`config.mk`:
```
export PLATFORM = sky130hd
export DESIGN_NAME = fcd_flash_command_decoder
export DESIGN_NICKNAME = d
export VERILOG_FILES = /design/src/rtl/fcd_pkg.sv /design/src/rtl/fcd_code_map.sv /design/src/rtl/fcd_launch_check.sv /design/src/rtl/fcd_flash_command_decoder.sv
export SDC_FILE = /design/constraint.sdc
export NUM_CORES = 1
export LEC_CHECK = 0
export BUFFER_PORTS_ARGS = -buffer_cell sky130_fd_sc_hd__clkbuf_2
export CORE_UTILIZATION = 32
export DETAILED_ROUTE_END_ITERATION = 12
export HOLD_SLACK_MARGIN = 0.03
export SLEW_MARGIN = 20
export SYNTH_ARGS = -nofsm -noshare
export SYNTH_HDL_FRONTEND = slang
export SYNTH_SLANG_ARGS = --single-unit
```
`constraint.sdc`:
```
create_clock -name ref_clk -period 2.8 [get_ports ref_clk]
set_clock_uncertainty 0.05 [all_clocks]
set_input_delay 0.56 -clock ref_clk [delete_from_list [all_inputs] [get_ports ref_clk]]
set_output_delay 0.56 -clock ref_clk [all_outputs]
set_load 0.02 [all_outputs]
```
`src/rtl/fcd_pkg.sv`:
```
// Package of constants and types for the flash command decoder
package fcd_pkg;

  // ==========================================================================
  // Register byte offsets
  localparam logic [5:0] STATUS_OFS  = 6'h00;
  localparam logic [5:0] COMMAND_OFS = 6'h04;
  localparam logic [5:0] PARAM0_OFS  = 6'h08;
  localparam logic [5:0] PPROT_OFS   = 6'h18;
  localparam logic [5:0] DPROT_OFS   = 6'h1C;
  localparam logic [5:0] MARGIN_OFS  = 6'h20;
  localparam logic [5:0] STATE_OFS   = 6'h24;
  localparam int         NUM_PARAMS  = 4;

  // ==========================================================================
  // Field positions
  localparam int ST_CCF_BIT     = 7;
  localparam int ST_ACCESS_ERROR_FLAG_BIT  = 5;
  localparam int ST_PVIOL_BIT   = 4;
  localparam int ST_VFAIL_BIT   = 1;
  localparam int ST_UNSEC_BIT   = 0;
  localparam int PP_LOW_BIT     = 0;
  localparam int PP_HIGH_BIT    = 1;
  localparam int PP_OPEN_BIT    = 2;
  localparam int DP_OPEN_BIT    = 0;
  localparam int CMD_IDX_LSB    = 8;

  // ==========================================================================
  // Reset values
  localparam logic [2:0]  PPROT_RST = 3'h0;
  localparam logic        DPROT_RST = 1'b0;
  localparam logic [15:0] PARAM_RST = 16'h0000;
  localparam logic [1:0]  MARGIN_RST = 2'h0;

  // Global address [17:16] that selects the data-flash block
  localparam logic [1:0] DF_BLOCK_SEL = 2'h1;

  // ==========================================================================
  // Command codes
  localparam logic [7:0] CMD_EV_ALL   = 8'h01;
  localparam logic [7:0] CMD_EV_BLK   = 8'h02;
  localparam logic [7:0] CMD_EV_PSECT = 8'h03;
  localparam logic [7:0] CMD_RD_ONCE  = 8'h04;
  localparam logic [7:0] CMD_PGM_P    = 8'h06;
  localparam logic [7:0] CMD_PGM_ONCE = 8'h07;
  localparam logic [7:0] CMD_ERS_ALL  = 8'h08;
  localparam logic [7:0] CMD_ERS_BLK  = 8'h09;
  localparam logic [7:0] CMD_ERS_PSEC = 8'h0A;
  localparam logic [7:0] CMD_UNSECURE = 8'h0B;
  localparam logic [7:0] CMD_KEY_CHK  = 8'h0C;
  localparam logic [7:0] CMD_USR_MRG  = 8'h0D;
  localparam logic [7:0] CMD_FLD_MRG  = 8'h0E;
  localparam logic [7:0] CMD_EV_DSECT = 8'h10;
  localparam logic [7:0] CMD_PGM_D    = 8'h11;
  localparam logic [7:0] CMD_ERS_DSEC = 8'h12;

  // ==========================================================================
  // One-hot operation positions and target positions
  typedef enum logic [3:0] {
    OP_EV_ALL, OP_EV_BLK, OP_EV_PSECT, OP_RD_ONCE, OP_PGM_P, OP_PGM_ONCE,
    OP_ERS_ALL, OP_ERS_BLK, OP_ERS_PSEC, OP_UNSECURE, OP_KEY_CHK,
    OP_USR_MRG, OP_FLD_MRG, OP_EV_DSECT, OP_PGM_D, OP_ERS_DSEC
  } fcd_op_idx_t;
  localparam int NUM_OPS = 16;
  localparam int TGT_PF  = 0;
  localparam int TGT_DF  = 1;

  // Launched command handed to the execution sequencer
  typedef struct packed {
    logic [NUM_OPS-1:0] op_onehot;
    logic [1:0]         target_onehot;
    logic [2:0]         last_index;
    logic [63:0]        params;
  } fcd_launch_t;

  // Completion report from the execution sequencer
  typedef struct packed {
    logic done;
    logic verify_fail;
    logic unsecured;
  } fcd_result_t;

endpackage : fcd_pkg

```
`src/rtl/fcd_code_map.sv`:
```
// Maps a command code to its one-hot operation
`timescale 1ns/10ps
module fcd_code_map (
  // Command code in
  input  wire logic [7:0]              code,
  // Decoded operation out
  output logic      [fcd_pkg::NUM_OPS-1:0] op_onehot,
  output logic                             valid
);

  always_comb begin
    op_onehot = '0;
    valid     = 1'b1;
    case (code)
      fcd_pkg::CMD_EV_ALL:   op_onehot[fcd_pkg::OP_EV_ALL]   = 1'b1;
      fcd_pkg::CMD_EV_BLK:   op_onehot[fcd_pkg::OP_EV_BLK]   = 1'b1;
      fcd_pkg::CMD_EV_PSECT: op_onehot[fcd_pkg::OP_EV_PSECT] = 1'b1;
      fcd_pkg::CMD_RD_ONCE:  op_onehot[fcd_pkg::OP_RD_ONCE]  = 1'b1;
      fcd_pkg::CMD_PGM_P:    op_onehot[fcd_pkg::OP_PGM_P]    = 1'b1;
      fcd_pkg::CMD_PGM_ONCE: op_onehot[fcd_pkg::OP_PGM_ONCE] = 1'b1;
      fcd_pkg::CMD_ERS_ALL:  op_onehot[fcd_pkg::OP_ERS_ALL]  = 1'b1;
      fcd_pkg::CMD_ERS_BLK:  op_onehot[fcd_pkg::OP_ERS_BLK]  = 1'b1;
      fcd_pkg::CMD_ERS_PSEC: op_onehot[fcd_pkg::OP_ERS_PSEC] = 1'b1;
      fcd_pkg::CMD_UNSECURE: op_onehot[fcd_pkg::OP_UNSECURE] = 1'b1;
      fcd_pkg::CMD_KEY_CHK:  op_onehot[fcd_pkg::OP_KEY_CHK]  = 1'b1;
      fcd_pkg::CMD_USR_MRG:  op_onehot[fcd_pkg::OP_USR_MRG]  = 1'b1;
      fcd_pkg::CMD_FLD_MRG:  op_onehot[fcd_pkg::OP_FLD_MRG]  = 1'b1;
      fcd_pkg::CMD_EV_DSECT: op_onehot[fcd_pkg::OP_EV_DSECT] = 1'b1;
      fcd_pkg::CMD_PGM_D:    op_onehot[fcd_pkg::OP_PGM_D]    = 1'b1;
      fcd_pkg::CMD_ERS_DSEC: op_onehot[fcd_pkg::OP_ERS_DSEC] = 1'b1;
      default:               valid = 1'b0;
    endcase
  end

endmodule : fcd_code_map

```
`src/rtl/fcd_launch_check.sv`:
```
// Launch checks: target selection, protection, mode and one-time lock
`timescale 1ns/10ps
module fcd_launch_check (
  // Decoded command
  input  wire logic [fcd_pkg::NUM_OPS-1:0] op_onehot,
  input  wire logic [1:0]                  block_sel,
  // Protection and state
  input  wire logic                        low_region_protect_disable,
  input  wire logic                        high_region_protect_disable,
  input  wire logic                        pflash_open_protect,
  input  wire logic                        dflash_open_protect,
  input  wire logic                        special_mode,
  input  wire logic                        once_used,
  // Verdict
  output logic      [1:0]                  target_onehot,
  output logic                             prot_fail,
  output logic                             access_fail
);

  logic pf_all_open;
  logic df_sel;

  always_comb begin
    pf_all_open = low_region_protect_disable & high_region_protect_disable &
                  pflash_open_protect;
    df_sel      = (block_sel == fcd_pkg::DF_BLOCK_SEL);
    target_onehot = 2'h0;
    prot_fail     = 1'b0;
    access_fail   = 1'b0;
    if (op_onehot[fcd_pkg::OP_EV_ALL] | op_onehot[fcd_pkg::OP_ERS_ALL] |
        op_onehot[fcd_pkg::OP_UNSECURE] | op_onehot[fcd_pkg::OP_KEY_CHK]) begin
      target_onehot = 2'h3;
    end else if (op_onehot[fcd_pkg::OP_EV_BLK] |
                 op_onehot[fcd_pkg::OP_ERS_BLK] |
                 op_onehot[fcd_pkg::OP_USR_MRG] |
                 op_onehot[fcd_pkg::OP_FLD_MRG]) begin
      target_onehot[fcd_pkg::TGT_DF] = df_sel;
      target_onehot[fcd_pkg::TGT_PF] = ~df_sel;
    end else if (op_onehot[fcd_pkg::OP_EV_DSECT] |
                 op_onehot[fcd_pkg::OP_PGM_D] |
                 op_onehot[fcd_pkg::OP_ERS_DSEC]) begin
      target_onehot[fcd_pkg::TGT_DF] = 1'b1;
    end else begin
      target_onehot[fcd_pkg::TGT_PF] = 1'b1;
    end
    if (op_onehot[fcd_pkg::OP_ERS_ALL] &
        ~(pf_all_open & dflash_open_protect)) begin
      prot_fail = 1'b1;
    end
    if (op_onehot[fcd_pkg::OP_ERS_BLK] & ~df_sel & ~pf_all_open) begin
      prot_fail = 1'b1;
    end
    if (op_onehot[fcd_pkg::OP_ERS_BLK] & df_sel & ~dflash_open_protect) begin
      prot_fail = 1'b1;
    end
    if ((op_onehot[fcd_pkg::OP_FLD_MRG] | op_onehot[fcd_pkg::OP_ERS_ALL] |
         op_onehot[fcd_pkg::OP_UNSECURE]) & ~special_mode) begin
      access_fail = 1'b1;
    end
    if (op_onehot[fcd_pkg::OP_PGM_ONCE] & once_used) begin
      access_fail = 1'b1;
    end
  end

endmodule : fcd_launch_check

```
`src/rtl/fcd_flash_command_decoder.sv`:
```
// Flash command decoder: registers, launch checks and dispatch
// Function
// - Code 01 verifies all program-flash and data-flash blocks erased.
// - Code 02 verifies one selected program- or data-flash block erased.
// - Code 03 verifies a counted run of program-flash locations erased.
// - Code 04 reads back the 64 byte one-time information field.
// - Code 06 programs one phrase into program flash at given address.
// - Code 07 programs the 64 byte one-time field, only once until reset.
// - Code 08 erases everything only with all four protection bits open.
// - Code 09 on program flash needs low, high and open bits set.
// - Code 09 on data flash needs the data-flash open bit set.
// - Code 0A erases the addressed program-flash sector.
// - Code 0B unsecures by erasing all blocks then verifying them.
// - Code 0C unsecures by comparing supplied keys with stored keys.
// - Code 0D sets user margin level for program or data flash.
// - Code 0E sets field margin level, accepted in special mode only.
// - Code 10 verifies a counted run of data-flash locations erased.
// - Code 11 programs one to four words into data flash.
// - Code 12 erases the addressed data-flash sector.
// - Invalid code sets access error and the command is not run.
// - Writing one to complete flag launches; flag stays clear until done, or one cycle only for margin codes 0D and 0E.
//
// The implementer's own choices: register access over Avalon-MM and the address map.
`timescale 1ns/10ps
module fcd_flash_command_decoder (
  // Clock and reset
  input  wire logic                 ref_clk,
  input  wire logic                 rst_b,
  // Avalon-MM slave
  input  wire logic [5:0]           avs_address,
  input  wire logic                 avs_read,
  input  wire logic                 avs_write,
  input  wire logic [31:0]          avs_writedata,
  input  wire logic [3:0]           avs_byteenable,
  output logic      [31:0]          avs_readdata,
  output logic                      avs_waitrequest,
  // Operating mode
  input  wire logic                 special_mode,
  // Execution sequencer
  output fcd_pkg::fcd_launch_t      launch,
  output logic                      op_start,
  input  wire fcd_pkg::fcd_result_t result
);

  // ==========================================================================
  // Bus handshake
  logic        ack_reg;
  logic        req;
  logic        wr_en;
  logic        rd_en;
  logic [31:0] wdata;

  assign req             = avs_read | avs_write;
  assign avs_waitrequest = req & ~ack_reg;
  // Writes land only in the cycle that waitrequest is low
  assign wr_en           = avs_write & ack_reg;
  assign rd_en           = avs_read & ~ack_reg;

  // Lanes not enabled are masked to zero, so they write zeros
  always_comb begin
    wdata = 32'h0000_0000;
    for (int i = 0; i < 4; i++) begin
      if (avs_byteenable[i]) begin
        wdata[i*8 +: 8] = avs_writedata[i*8 +: 8];
      end
    end
  end

  // One wait cycle per access, then a single-cycle release
  always_ff @(posedge ref_clk or negedge rst_b) begin
    if (!rst_b) begin
      ack_reg <= 1'b0;
    end else begin
      ack_reg <= req & ~ack_reg;
    end
  end

  // ==========================================================================
  // State flags and storage
  logic                      command_complete_flag;
  logic                      access_error_flag;
  logic                      prot_violation_flag;
  logic                      verify_fail_reg;
  logic                      unsecured_reg;
  logic                      once_used_reg;
  logic [7:0]                flash_command_code;
  logic [2:0]                param_index_reg;
  logic [15:0]               command_parameter_reg [fcd_pkg::NUM_PARAMS];
  logic [2:0]                pflash_protection_reg;
  logic                      dflash_protection_reg;
  logic [1:0]                pf_margin_reg;
  logic [1:0]                df_margin_reg;
  logic                      pending_once_reg;

  logic                      low_region_protect_disable;
  logic                      high_region_protect_disable;
  logic                      pflash_open_protect;
  logic                      dflash_open_protect;

  assign low_region_protect_disable  =
    pflash_protection_reg[fcd_pkg::PP_LOW_BIT];
  assign high_region_protect_disable =
    pflash_protection_reg[fcd_pkg::PP_HIGH_BIT];
  assign pflash_open_protect = pflash_protection_reg[fcd_pkg::PP_OPEN_BIT];
  assign dflash_open_protect = dflash_protection_reg;

  // ==========================================================================
  // Decode and launch checks
  logic [fcd_pkg::NUM_OPS-1:0] dec_op;
  logic                        dec_valid;
  logic [1:0]                  dec_target;
  logic                        chk_prot_fail;
  logic                        chk_access_fail;

  fcd_code_map u_code_map (
    .code      (flash_command_code),
    .op_onehot (dec_op),
    .valid     (dec_valid)
  );

  fcd_launch_check u_launch_check (
    .op_onehot                   (dec_op),
    .block_sel                   (command_parameter_reg[0][1:0]),
    .low_region_protect_disable  (low_region_protect_disable),
    .high_region_protect_disable (high_region_protect_disable),
    .pflash_open_protect         (pflash_open_protect),
    .dflash_open_protect         (dflash_open_protect),
    .special_mode                (special_mode),
    .once_used                   (once_used_reg),
    .target_onehot               (dec_target),
    .prot_fail                   (chk_prot_fail),
    .access_fail                 (chk_access_fail)
  );

  // Launch request: write-one to the complete flag while it is set
  logic launch_req;
  logic launch_ok;
  logic launch_err;
  logic launch_pviol;
  logic margin_op;
  logic margin_op_reg;

  assign launch_req = wr_en & (avs_address == fcd_pkg::STATUS_OFS) &
                      wdata[fcd_pkg::ST_CCF_BIT] & command_complete_flag;
  // Pending errors must be cleared before a new launch is honoured
  assign launch_err   = ~dec_valid | chk_access_fail | access_error_flag |
                        prot_violation_flag;
  assign launch_pviol = dec_valid & chk_prot_fail;
  assign launch_ok    = launch_req & ~launch_err & ~launch_pviol;
  assign margin_op    = dec_op[fcd_pkg::OP_USR_MRG] |
                        dec_op[fcd_pkg::OP_FLD_MRG];

  // ==========================================================================
  // Command code and parameter registers
  logic cfg_open;
  assign cfg_open = wr_en & command_complete_flag;

  always_ff @(posedge ref_clk or negedge rst_b) begin
    if (!rst_b) begin
      flash_command_code <= 8'h00;
      param_index_reg    <= 3'h0;
    end else if (cfg_open & (avs_address == fcd_pkg::COMMAND_OFS)) begin
      flash_command_code <= wdata[7:0];
      param_index_reg    <= wdata[fcd_pkg::CMD_IDX_LSB +: 3];
    end
  end

  genvar g;
  generate
    for (g = 0; g < fcd_pkg::NUM_PARAMS; g++) begin : g_param
      localparam logic [5:0] OFS = 6'(fcd_pkg::PARAM0_OFS + 4 * g);
      // Writes while a command runs are dropped
      always_ff @(posedge ref_clk or negedge rst_b) begin
        if (!rst_b) begin
          command_parameter_reg[g] <= fcd_pkg::PARAM_RST;
        end else if (cfg_open & (avs_address == OFS)) begin
          command_parameter_reg[g] <= wdata[15:0];
        end
      end
    end
  endgenerate

  // ==========================================================================
  // Protection registers
  always_ff @(posedge ref_clk or negedge rst_b) begin
    if (!rst_b) begin
      pflash_protection_reg <= fcd_pkg::PPROT_RST;
      dflash_protection_reg <= fcd_pkg::DPROT_RST;
    end else if (cfg_open) begin
      if (avs_address == fcd_pkg::PPROT_OFS) begin
        pflash_protection_reg <= wdata[2:0];
      end
      if (avs_address == fcd_pkg::DPROT_OFS) begin
        dflash_protection_reg <= wdata[fcd_pkg::DP_OPEN_BIT];
      end
    end
  end

  // ==========================================================================
  // Command complete flag
  always_ff @(posedge ref_clk or negedge rst_b) begin
    if (!rst_b) begin
      command_complete_flag <= 1'b1;
    end else if (launch_ok) begin
      command_complete_flag <= 1'b0;
    end else if (op_start & margin_op_reg) begin
      command_complete_flag <= 1'b1;
    end else if (~command_complete_flag & ~op_start & result.done) begin
      command_complete_flag <= 1'b1;
    end
  end

  // ==========================================================================
  // Error flags: write one clears, a new error in the same cycle wins
  logic clr_wr;
  assign clr_wr = wr_en & (avs_address == fcd_pkg::STATUS_OFS);

  always_ff @(posedge ref_clk or negedge rst_b) begin
    if (!rst_b) begin
      access_error_flag <= 1'b0;
    end else if (launch_req & launch_err) begin
      access_error_flag <= 1'b1;
    end else if (clr_wr & wdata[fcd_pkg::ST_ACCESS_ERROR_FLAG_BIT]) begin
      access_error_flag <= 1'b0;
    end
  end

  always_ff @(posedge ref_clk or negedge rst_b) begin
    if (!rst_b) begin
      prot_violation_flag <= 1'b0;
    end else if (launch_req & ~launch_err & launch_pviol) begin
      prot_violation_flag <= 1'b1;
    end else if (clr_wr & wdata[fcd_pkg::ST_PVIOL_BIT]) begin
      prot_violation_flag <= 1'b0;
    end
  end

  // ==========================================================================
  // Dispatch to the sequencer, one cycle after launch

  always_ff @(posedge ref_clk or negedge rst_b) begin
    if (!rst_b) begin
      op_start      <= 1'b0;
      margin_op_reg <= 1'b0;
    end else begin
      op_start      <= launch_ok;
      margin_op_reg <= launch_ok & margin_op;
    end
  end

  always_ff @(posedge ref_clk or negedge rst_b) begin
    if (!rst_b) begin
      launch <= '0;
    end else if (launch_ok) begin
      launch.op_onehot     <= dec_op;
      launch.target_onehot <= dec_target;
      launch.last_index    <= param_index_reg;
      launch.params        <= {command_parameter_reg[3],
                               command_parameter_reg[2],
                               command_parameter_reg[1],
                               command_parameter_reg[0]};
    end
  end

  // ==========================================================================
  // Margin levels take effect without the sequencer
  always_ff @(posedge ref_clk or negedge rst_b) begin
    if (!rst_b) begin
      pf_margin_reg <= fcd_pkg::MARGIN_RST;
      df_margin_reg <= fcd_pkg::MARGIN_RST;
    end else if (launch_ok & margin_op) begin
      if (dec_target[fcd_pkg::TGT_DF]) begin
        df_margin_reg <= command_parameter_reg[1][1:0];
      end else begin
        pf_margin_reg <= command_parameter_reg[1][1:0];
      end
    end
  end

  // ==========================================================================
  // One-time field lock, and results of finished commands
  always_ff @(posedge ref_clk or negedge rst_b) begin
    if (!rst_b) begin
      pending_once_reg <= 1'b0;
      once_used_reg    <= 1'b0;
    end else begin
      if (launch_ok) begin
        pending_once_reg <= dec_op[fcd_pkg::OP_PGM_ONCE];
      end
      // Lock only after the program finished; sticks until reset
      if (pending_once_reg & ~command_complete_flag & ~op_start &
          result.done) begin
        once_used_reg <= 1'b1;
      end
    end
  end

  always_ff @(posedge ref_clk or negedge rst_b) begin
    if (!rst_b) begin
      verify_fail_reg <= 1'b0;
      unsecured_reg   <= 1'b0;
    end else if (launch_ok) begin
      verify_fail_reg <= 1'b0;
    end else if (~command_complete_flag & ~op_start & result.done) begin
      verify_fail_reg <= result.verify_fail;
      if (result.unsecured) begin
        unsecured_reg <= 1'b1;
      end
    end
  end

  // ==========================================================================
  // Read data
  logic [31:0] rdata;

  always_comb begin
    rdata = 32'h0000_0000;
    case (avs_address)
      fcd_pkg::STATUS_OFS: begin
        rdata[fcd_pkg::ST_CCF_BIT]    = command_complete_flag;
        rdata[fcd_pkg::ST_ACCESS_ERROR_FLAG_BIT] = access_error_flag;
        rdata[fcd_pkg::ST_PVIOL_BIT]  = prot_violation_flag;
        rdata[fcd_pkg::ST_VFAIL_BIT]  = verify_fail_reg;
        rdata[fcd_pkg::ST_UNSEC_BIT]  = unsecured_reg;
      end
      fcd_pkg::COMMAND_OFS: begin
        rdata[7:0] = flash_command_code;
        rdata[fcd_pkg::CMD_IDX_LSB +: 3] = param_index_reg;
      end
      6'h08:               rdata[15:0] = command_parameter_reg[0];
      6'h0C:               rdata[15:0] = command_parameter_reg[1];
      6'h10:               rdata[15:0] = command_parameter_reg[2];
      6'h14:               rdata[15:0] = command_parameter_reg[3];
      fcd_pkg::PPROT_OFS:  rdata[2:0]  = pflash_protection_reg;
      fcd_pkg::DPROT_OFS:  rdata[0]    = dflash_protection_reg;
      fcd_pkg::MARGIN_OFS: rdata[3:0]  = {df_margin_reg, pf_margin_reg};
      fcd_pkg::STATE_OFS:  rdata[1:0]  = {special_mode, once_used_reg};
      default:             rdata = 32'h0000_0000;
    endcase
  end

  always_ff @(posedge ref_clk or negedge rst_b) begin
    if (!rst_b) begin
      avs_readdata <= 32'h0000_0000;
    end else if (rd_en) begin
      avs_readdata <= rdata;
    end
  end

endmodule : fcd_flash_command_decoder

```
==> Implementation_results.wiki, run 1 <==
{| class="wikitable"
! Metric !! Value
|-
| CTS tree || done
|-
| Clock Latency Late Sink || 440 ps
|-
| Global-route wire length before repair || between 30000 and 40000 µm
|-
| Cts-stage hold buffer count || 0
|-
| Min Hold Slack || 54.46 ps
|-
| Crit start category || flop
|-
| Worst R2R Setup Slack || between 200 and 250 ps
|-
| Count of endpoints failing setup in the final report || 0
|-
| Netlist area before placement || approximately 0.0084 mm²
|-
| Leakage || 5.086 nW
|-
| Number of clock sinks || 193
|-
| Std cell rows || between 50 and 60
|-
| Max-cap violations || 0
|-
| Path depth of the worst reg2reg path || 7
|-
| Max rail drop VDD || 0.4291 mV
|-
| Most area-consuming cells after synthesis || dfrtp_1, mux2_2, o21ai_0
|-
| CTS Root Cell || clkbuf_16
|-
| Post-detailed-route via-to-cell ratio || 4.918
|-
| Delay of the slowest cell on the worst path || 500 ps
|-
| FFs w/ async S/R, synth || 100.0%
|-
| Startpoint of the worst register-to-register path || flash_command_code[1]
|-
| Die Ht || 163.9 µm
|-
| Vias in the first global route || 6128
|-
| Shortest clock period the worst path allows after layout || 2587 ps
|-
| Sequential cell area || 0.004831 mm²
|-
| Post-route fraction of the period consumed by the critical path || 92.38%
|-
| Data required time of the critical path || 3080 ps
|-
| Most frequent cells in the layout || dfrtp_1, clkbuf_2, nand2_1
|-
| DRC violations left || 0
|-
| Worst-path fanout max || 23
|-
| Total detailed-routing wirelength || 21960 µm
|-
| Sequential share of the synthesized area || 57.63%
|-
| Slowest stage cell, crit path || dfrtp_1
|-
| Layout Nets || about 940
|-
| Maximum number of pins on one net before global-route repair || 69
|-
| Category of the worst setup path capture point || flop
|-
| Syn Inst Count || roughly 740
|-
| Post-synth top flop || dfrtp_1
|-
| Detail Route Antenna Nets || 0
|-
| Worst slack after detailed placement || -77.31 ps
|-
| Chain of cells forming the critical path || and4b_1 -> a311oi_1 -> o21ai_0 -> nor4_4 -> buf_4 -> buf_12 -> mux2_2
|-
| Gp weighted congestion || 0.8744
|-
| Global route total overflow || 0
|-
| Final Max Tran Viols || 0
|-
| Antenna Cells || 0
|-
| Fmax || 386.6 MHz
|-
| Die W || 163.9 µm
|-
| Wire length per cell || 17.75 µm
|-
| I/O pins || 169
|-
| Total Routing Usage GR || 17.31%
|-
| Flip-flop and latch count after synthesis || about 190
|-
| Initial antenna violation count || 0
|-
| Initial core utilization || between 30% and 40%
|-
| Die outline area || 0.02685 mm²
|-
| Mean Syn Cell Area || 11.34 µm²
|-
| Fill count || 2508
|-
| Hold Path Class || input port to async pin
|-
| Worst-path clk slew || 80 ps
|-
| Crit path kind || flop to flop
|-
| Total CTS buffers || 17
|-
| Setup repair after global routing missed its margin || no
|-
| Layout cells sized above 1 || 33.85%
|-
| Final critical-path setup slack || 213.4 ps
|-
| Buffers added on ports || 134
|-
| Cells resized by post-CTS repair || 0
|-
| Number of vias after detailed routing || 6083
|-
| Level count of the clock H-tree || 4
|-
| Synth Warn # || 0
|-
| Area of the multi-input gates || 0.003271 mm²
|-
| Area share of the leading cell type in the synthesized netlist || between 50% and 60%
|-
| Power per standard cell area || 561.6 mW/mm²
|-
| Number of enable-type register cells in the synthesized netlist || 0
|-
| Worst reg2reg path endpoint || launch[44]
|-
| Longest Clk Path Bufs || 2
|-
| Count of final hold-check violations || 0
|-
| Worst Tran Pin Value || 543.8 ps
|-
| Layout overhead on the synthesized area || 22.42%
|-
| Post-CTS setup buffer count || 0
|-
| Core Area || 0.02547 mm²
|-
| DP HPWL || 16360 µm
|-
| Critical path data arrival time || ~2900 ps
|-
| Max reg flops || 85
|-
| Max-slew headroom || 63.75%
|-
| Most common cell after layout, fill and taps aside || dfrtp_1
|-
| Post-synth cell types || between 50 and 60
|-
| Count of TritonRoute iterations in the first routing pass || 5
|-
| Total chip power || 5.763 mW
|-
| Initial DRC Count || 499
|-
| Status || complete, no violations
|-
| Cell type contributing the most total cell area after synthesis || dfrtp_1
|}
per-layer routing:
layer  routed length [µm]  GRT usage, %  up-vias  part of all wire [%]
li1                     -             -     2894                     -
met1                10020         23.74     2991                    46
met2                 9866         26.06      170                    45
met3                 1711         5.379       28                   7.8
met4                  353         5.261        0                   1.6
met5                    0             0        -                     0
cell type report:
type	instances	share of cell area, %
Sequential cell	193	47.07
Multi-Input combinational cell	493	31.87
Timing Repair Buffer	183	10.94
Clock buffer	17	4.145
Tap cell	330	4.023
Clock inverter	15	1.731
Inverter	6	0.2195
cell families (layout without fill, tap and decap cells):
family / after synthesis / in the layout / synth area share [%]
buffers and inverters: 68 / 221 / 4.209
other: 1 / 16 / 0.04473
and+or+nand+nor: 207 / 207 / 11.34
muxes: 113 / 113 / 15.48
xor gates and xnor gates: 3 / 3 / 0.3135
DFF: 193 / 193 / 57.63
AOI/OAI and AO/OA: 154 / 154 / 10.99
through the flow:
| step | instance area, µm² | instances | TNS (ps) | util (%) |
|---|---|---|---|---|
| 2_1_floorplan | 8486 | 754 | -4382 | - |
| 4_1_cts | 10260 | 1237 | 0 | 40.29 |
| 6_report | 10260 | 1237 | 0 | 40.29 |
| 5_1_grt | 10260 | 1237 | 0 | 40.29 |
| 3_3_place_gp | 9659 | 1205 | -1229 | 37.92 |
| 3_5_place_dp | 9659 | 1205 | -2761 | 37.92 |
worst max-delay path: cells and delay by family, from the launching register on:
kind            cells  cell delay, ps
buf+inv             2             400
mux                 1             350
simple gates        2             540
compound gates      2             630
flops               1             500
power by group:
part | switching, mW | internal [mW] | leakage [nW]
logic | 0.257 | 0.128 | 2.13
clock network | 1.25 | 1.22 | 0.297
registers | 0.0590 | 2.85 | 2.66
total | 1.57 | 4.20 | 5.09
synth_stat cells, types with 6 or more instances:
library cell and count:
a21oi_1 8, a222oi_1 6, a22oi_1 8, buf_2 6, buf_4 18, clkbuf_1 31, dfrtp_1 192, inv_1 6
mux2_1 27, mux2_2 76, mux2i_1 7, nand2_1 118, nand2b_1 6, nand3_1 10, nor2_1 34, o21ai_0 101
worst max-delay path by stage:
stage | cells past startpoint | slack (ps) | endpoint | from
2_1_floorplan | 8 | -80 | launch[10] | avs_address[5]
3_3_place_gp | 7 | -40 | launch[46] | avs_address[1]
3_5_place_dp | 7 | -80 | launch[45] | avs_address[1]
4_1_cts | 7 | 190 | launch[62] | flash_command_code[1]
5_1_grt | 7 | 120 | df_margin_reg[0] | flash_command_code[0]
6_report | 7 | 210 | launch[44] | flash_command_code[1]
Note: power is estimated with default switching activity, not from simulation.
==> inputs of run 2 (changes only) <==
clock period = 2.2 ns   (was 2.8 ns; I/O delays follow)
==> run 2 against run 1 <==
The run now ends with setup timing left. Critical path depth increased by 1. Flip-flop and latch count did not move. Combinational power rose by 64%. Worst setup slack worse by 470 ps. Non-clock buffer count rose by 67. Die area is the same. Clock-buffer cell count is 1 higher. Clock power rose by 31%. Largest cell class unchanged.
==> Implementation_results.wiki, run 2 (synthesized netlist as in run 1, its figures left out) <==
{| class="wikitable"
! Metric !! Value
|-
| Worst-path clk slew || 80 ps (about the same)
|-
| Crit path kind || input port to flop
|-
| Std cell rows || 58 (unchanged)
|-
| Clock Latency Late Sink || 440 ps (about the same)
|-
| Count of TritonRoute iterations in the first routing pass || 5 (unchanged)
|-
| CTS Root Cell || clkbuf_16
|-
| Critical path data arrival time || 2730 ps (-140 ps)
|-
| Worst setup path start || avs_address[0]
|-
| Max-slew headroom || 59.31% (-4.4 points)
|-
| Data required time of the critical path || 2480 ps (-600 ps)
|-
| Initial DRC Count || 468 (-6.2%)
|-
| Category of the worst setup path capture point || flop
|-
| Layout Nets || 1011 (+7.1%)
|-
| Fin Setup TNS || -16010 ps (-16010 ps)
|-
| Die Ht || 163.9 µm (unchanged)
|-
| Leakage || 5.525 nW (+8.6%)
|-
| Post-detailed-route via-to-cell ratio || 4.944 (+0.54%)
|-
| DRC violations left || 0 (unchanged)
|-
| Failing checks || setup timing
|-
| Most common cell after layout, fill and taps aside || dfrtp_1
|-
| Initial core utilization || 32.91% (unchanged)
|-
| Detail Route Antenna Nets || 0 (unchanged)
|-
| Initial antenna violation count || 2 (+2)
|-
| Power per standard cell area || 667.5 mW/mm² (+19%)
|-
| Buffers added on ports || 134 (unchanged)
|-
| CTS tree || done
|-
| Worst Tran Pin Value || 610.4 ps (+66.62 ps)
|-
| Vias in the first global route || 6397 (+4.4%)
|-
| Area of the multi-input gates || 0.003583 mm² (+9.6%)
|-
| Global route total overflow || 0 (unchanged)
|-
| Count of final hold-check violations || 0 (unchanged)
|-
| Final critical-path setup slack || -255.0 ps (-468.4 ps)
|-
| Max reg flops || 85 (unchanged)
|-
| Worst-path fanout max || 8 (-65%)
|-
| Path depth of the worst reg2reg path || 7 (unchanged)
|-
| Number of vias after detailed routing || 6457 (+6.1%)
|-
| Max-cap violations || 0 (unchanged)
|-
| Maximum number of pins on one net before global-route repair || 64 (-7.2%)
|-
| Sequential cell area || 0.004833 mm² (about the same)
|-
| Longest Clk Path Bufs || 2 (unchanged)
|-
| Gp weighted congestion || 0.8451 (-3.4%)
|-
| Post-route fraction of the period consumed by the critical path || 111.6%
|-
| Fill count || 2324 (-7.3%)
|-
| Total Routing Usage GR || 18.25% (+0.94 points)
|-
| Crit start category || input port
|-
| Hold Path Class || input port to flop
|-
| Core Area || 0.02547 mm² (unchanged)
|-
| Number of clock sinks || 193 (unchanged)
|-
| Fmax || 407.3 MHz
|-
| Layout overhead on the synthesized area || 35.08%
|-
| Total detailed-routing wirelength || 23860 µm (+8.7%)
|-
| Worst setup endpoint || launch[59]
|-
| Max rail drop VDD || 0.5167 mV (+20%)
|-
| I/O pins || 169 (unchanged)
|-
| Total chip power || 7.559 mW (+31%)
|-
| Startpoint of the worst register-to-register path || command_complete_flag
|-
| Total CTS buffers || 17 (unchanged)
|-
| Level count of the clock H-tree || 4 (unchanged)
|-
| Most frequent cells in the layout || dfrtp_1, clkbuf_2, nand2_1
|-
| Final Max Tran Viols || 0 (unchanged)
|-
| Layout cells sized above 1 || 42.30% (+8.5 points)
|-
| Global-route wire length before repair || 36840 µm (+5.4%)
|-
| DP HPWL || 16960 µm (+3.7%)
|-
| Worst R2R Setup Slack || -210 ps (-420 ps)
|-
| Die W || 163.9 µm (unchanged)
|-
| Startpoint of the lowest-slack hold path || result[0]
|-
| Worst reg2reg path endpoint || launch[59]
|-
| Status || finished with violations
|-
| Shortest clock period the worst path allows after layout || between 2000 and 2500 ps
|-
| Count of endpoints failing setup in the final report || 87 (+87)
|-
| Setup repair after global routing missed its margin || yes
|-
| Wire length per cell || 18.27 µm (+2.9%)
|-
| Die outline area || 0.02685 mm² (unchanged)
|-
| Worst slack after detailed placement || -555.9 ps (-478.6 ps)
|}
[run 2: power by group]
| group | leakage, nW | internal, mW | switching (mW) | total [mW] |
|---|---|---|---|---|
| registers | 2.66 | 3.62 | 0.0737 | 3.70 |
| logic | 2.57 | 0.260 | 0.372 | 0.632 |
| clock network | 0.300 | 1.67 | 1.56 | 3.23 |
[run 2: critical path, cell delays in order]
cell and delay [ps]:
buf_6 90, or4_4 540, or4_4 580, nor4_4 300, buf_12 220, buf_12 130, clkbuf_16 140, mux2_4 290
[run 2: area by class of cell]
class	count	share of cell area, %
flip-flops and latches	193	42.68
multi-input cells	493	31.65
repair buffers	250	16.30
clock buffers	18	3.878
well taps	330	3.646
clock inverters	14	1.602
inverters	6	0.1989
diodes	2	0.04420
[run 2: what timing repair did]
action | in CTS | in global routing
resized for setup | 71 | 27
setup buffers | 20 | 1
pin swaps | 3 | 4
hold buffers | 1 | 0
endpoints found under the setup margin | 91 | 91
cloned | 3 | 1
endpoints found under the hold margin | 56 | 0
[run 2: how the worst min path moves through the flow]
stage / to / slack, ps / cells past startpoint
6_report: unsecured_reg / 160 / 2
4_1_cts: unsecured_reg / 150 / 2
5_1_grt: unsecured_reg / 180 / 2
3_3_place_gp: avs_readdata[6] / 410 / 2
3_5_place_dp: avs_readdata[10] / 420 / 2
2_1_floorplan: access_error_flag / 90 / 0
[run 2: through the flow]
stage	cell area (µm²)	cells	util, %	hold WS [ps]
4_1_cts	11210	1303	44.02	150.8
5_1_grt	11320	1306	44.45	176.7
2_1_floorplan	8492	754	-	94.41
3_5_place_dp	10020	1248	39.36	422.7
3_3_place_gp	10020	1248	39.36	411.1
6_report	11320	1306	44.45	161.2
[run 2: per-layer routing]
layer	GRT usage (%)	share of wire, %	vias up	wire length (µm)
met4	6.566	2.1	0	495
met2	27.62	46	174	10950
met1	25.42	47	3236	11140
li1	-	-	3019	-
met3	4.268	5.3	28	1275
met5	0	0	-	0
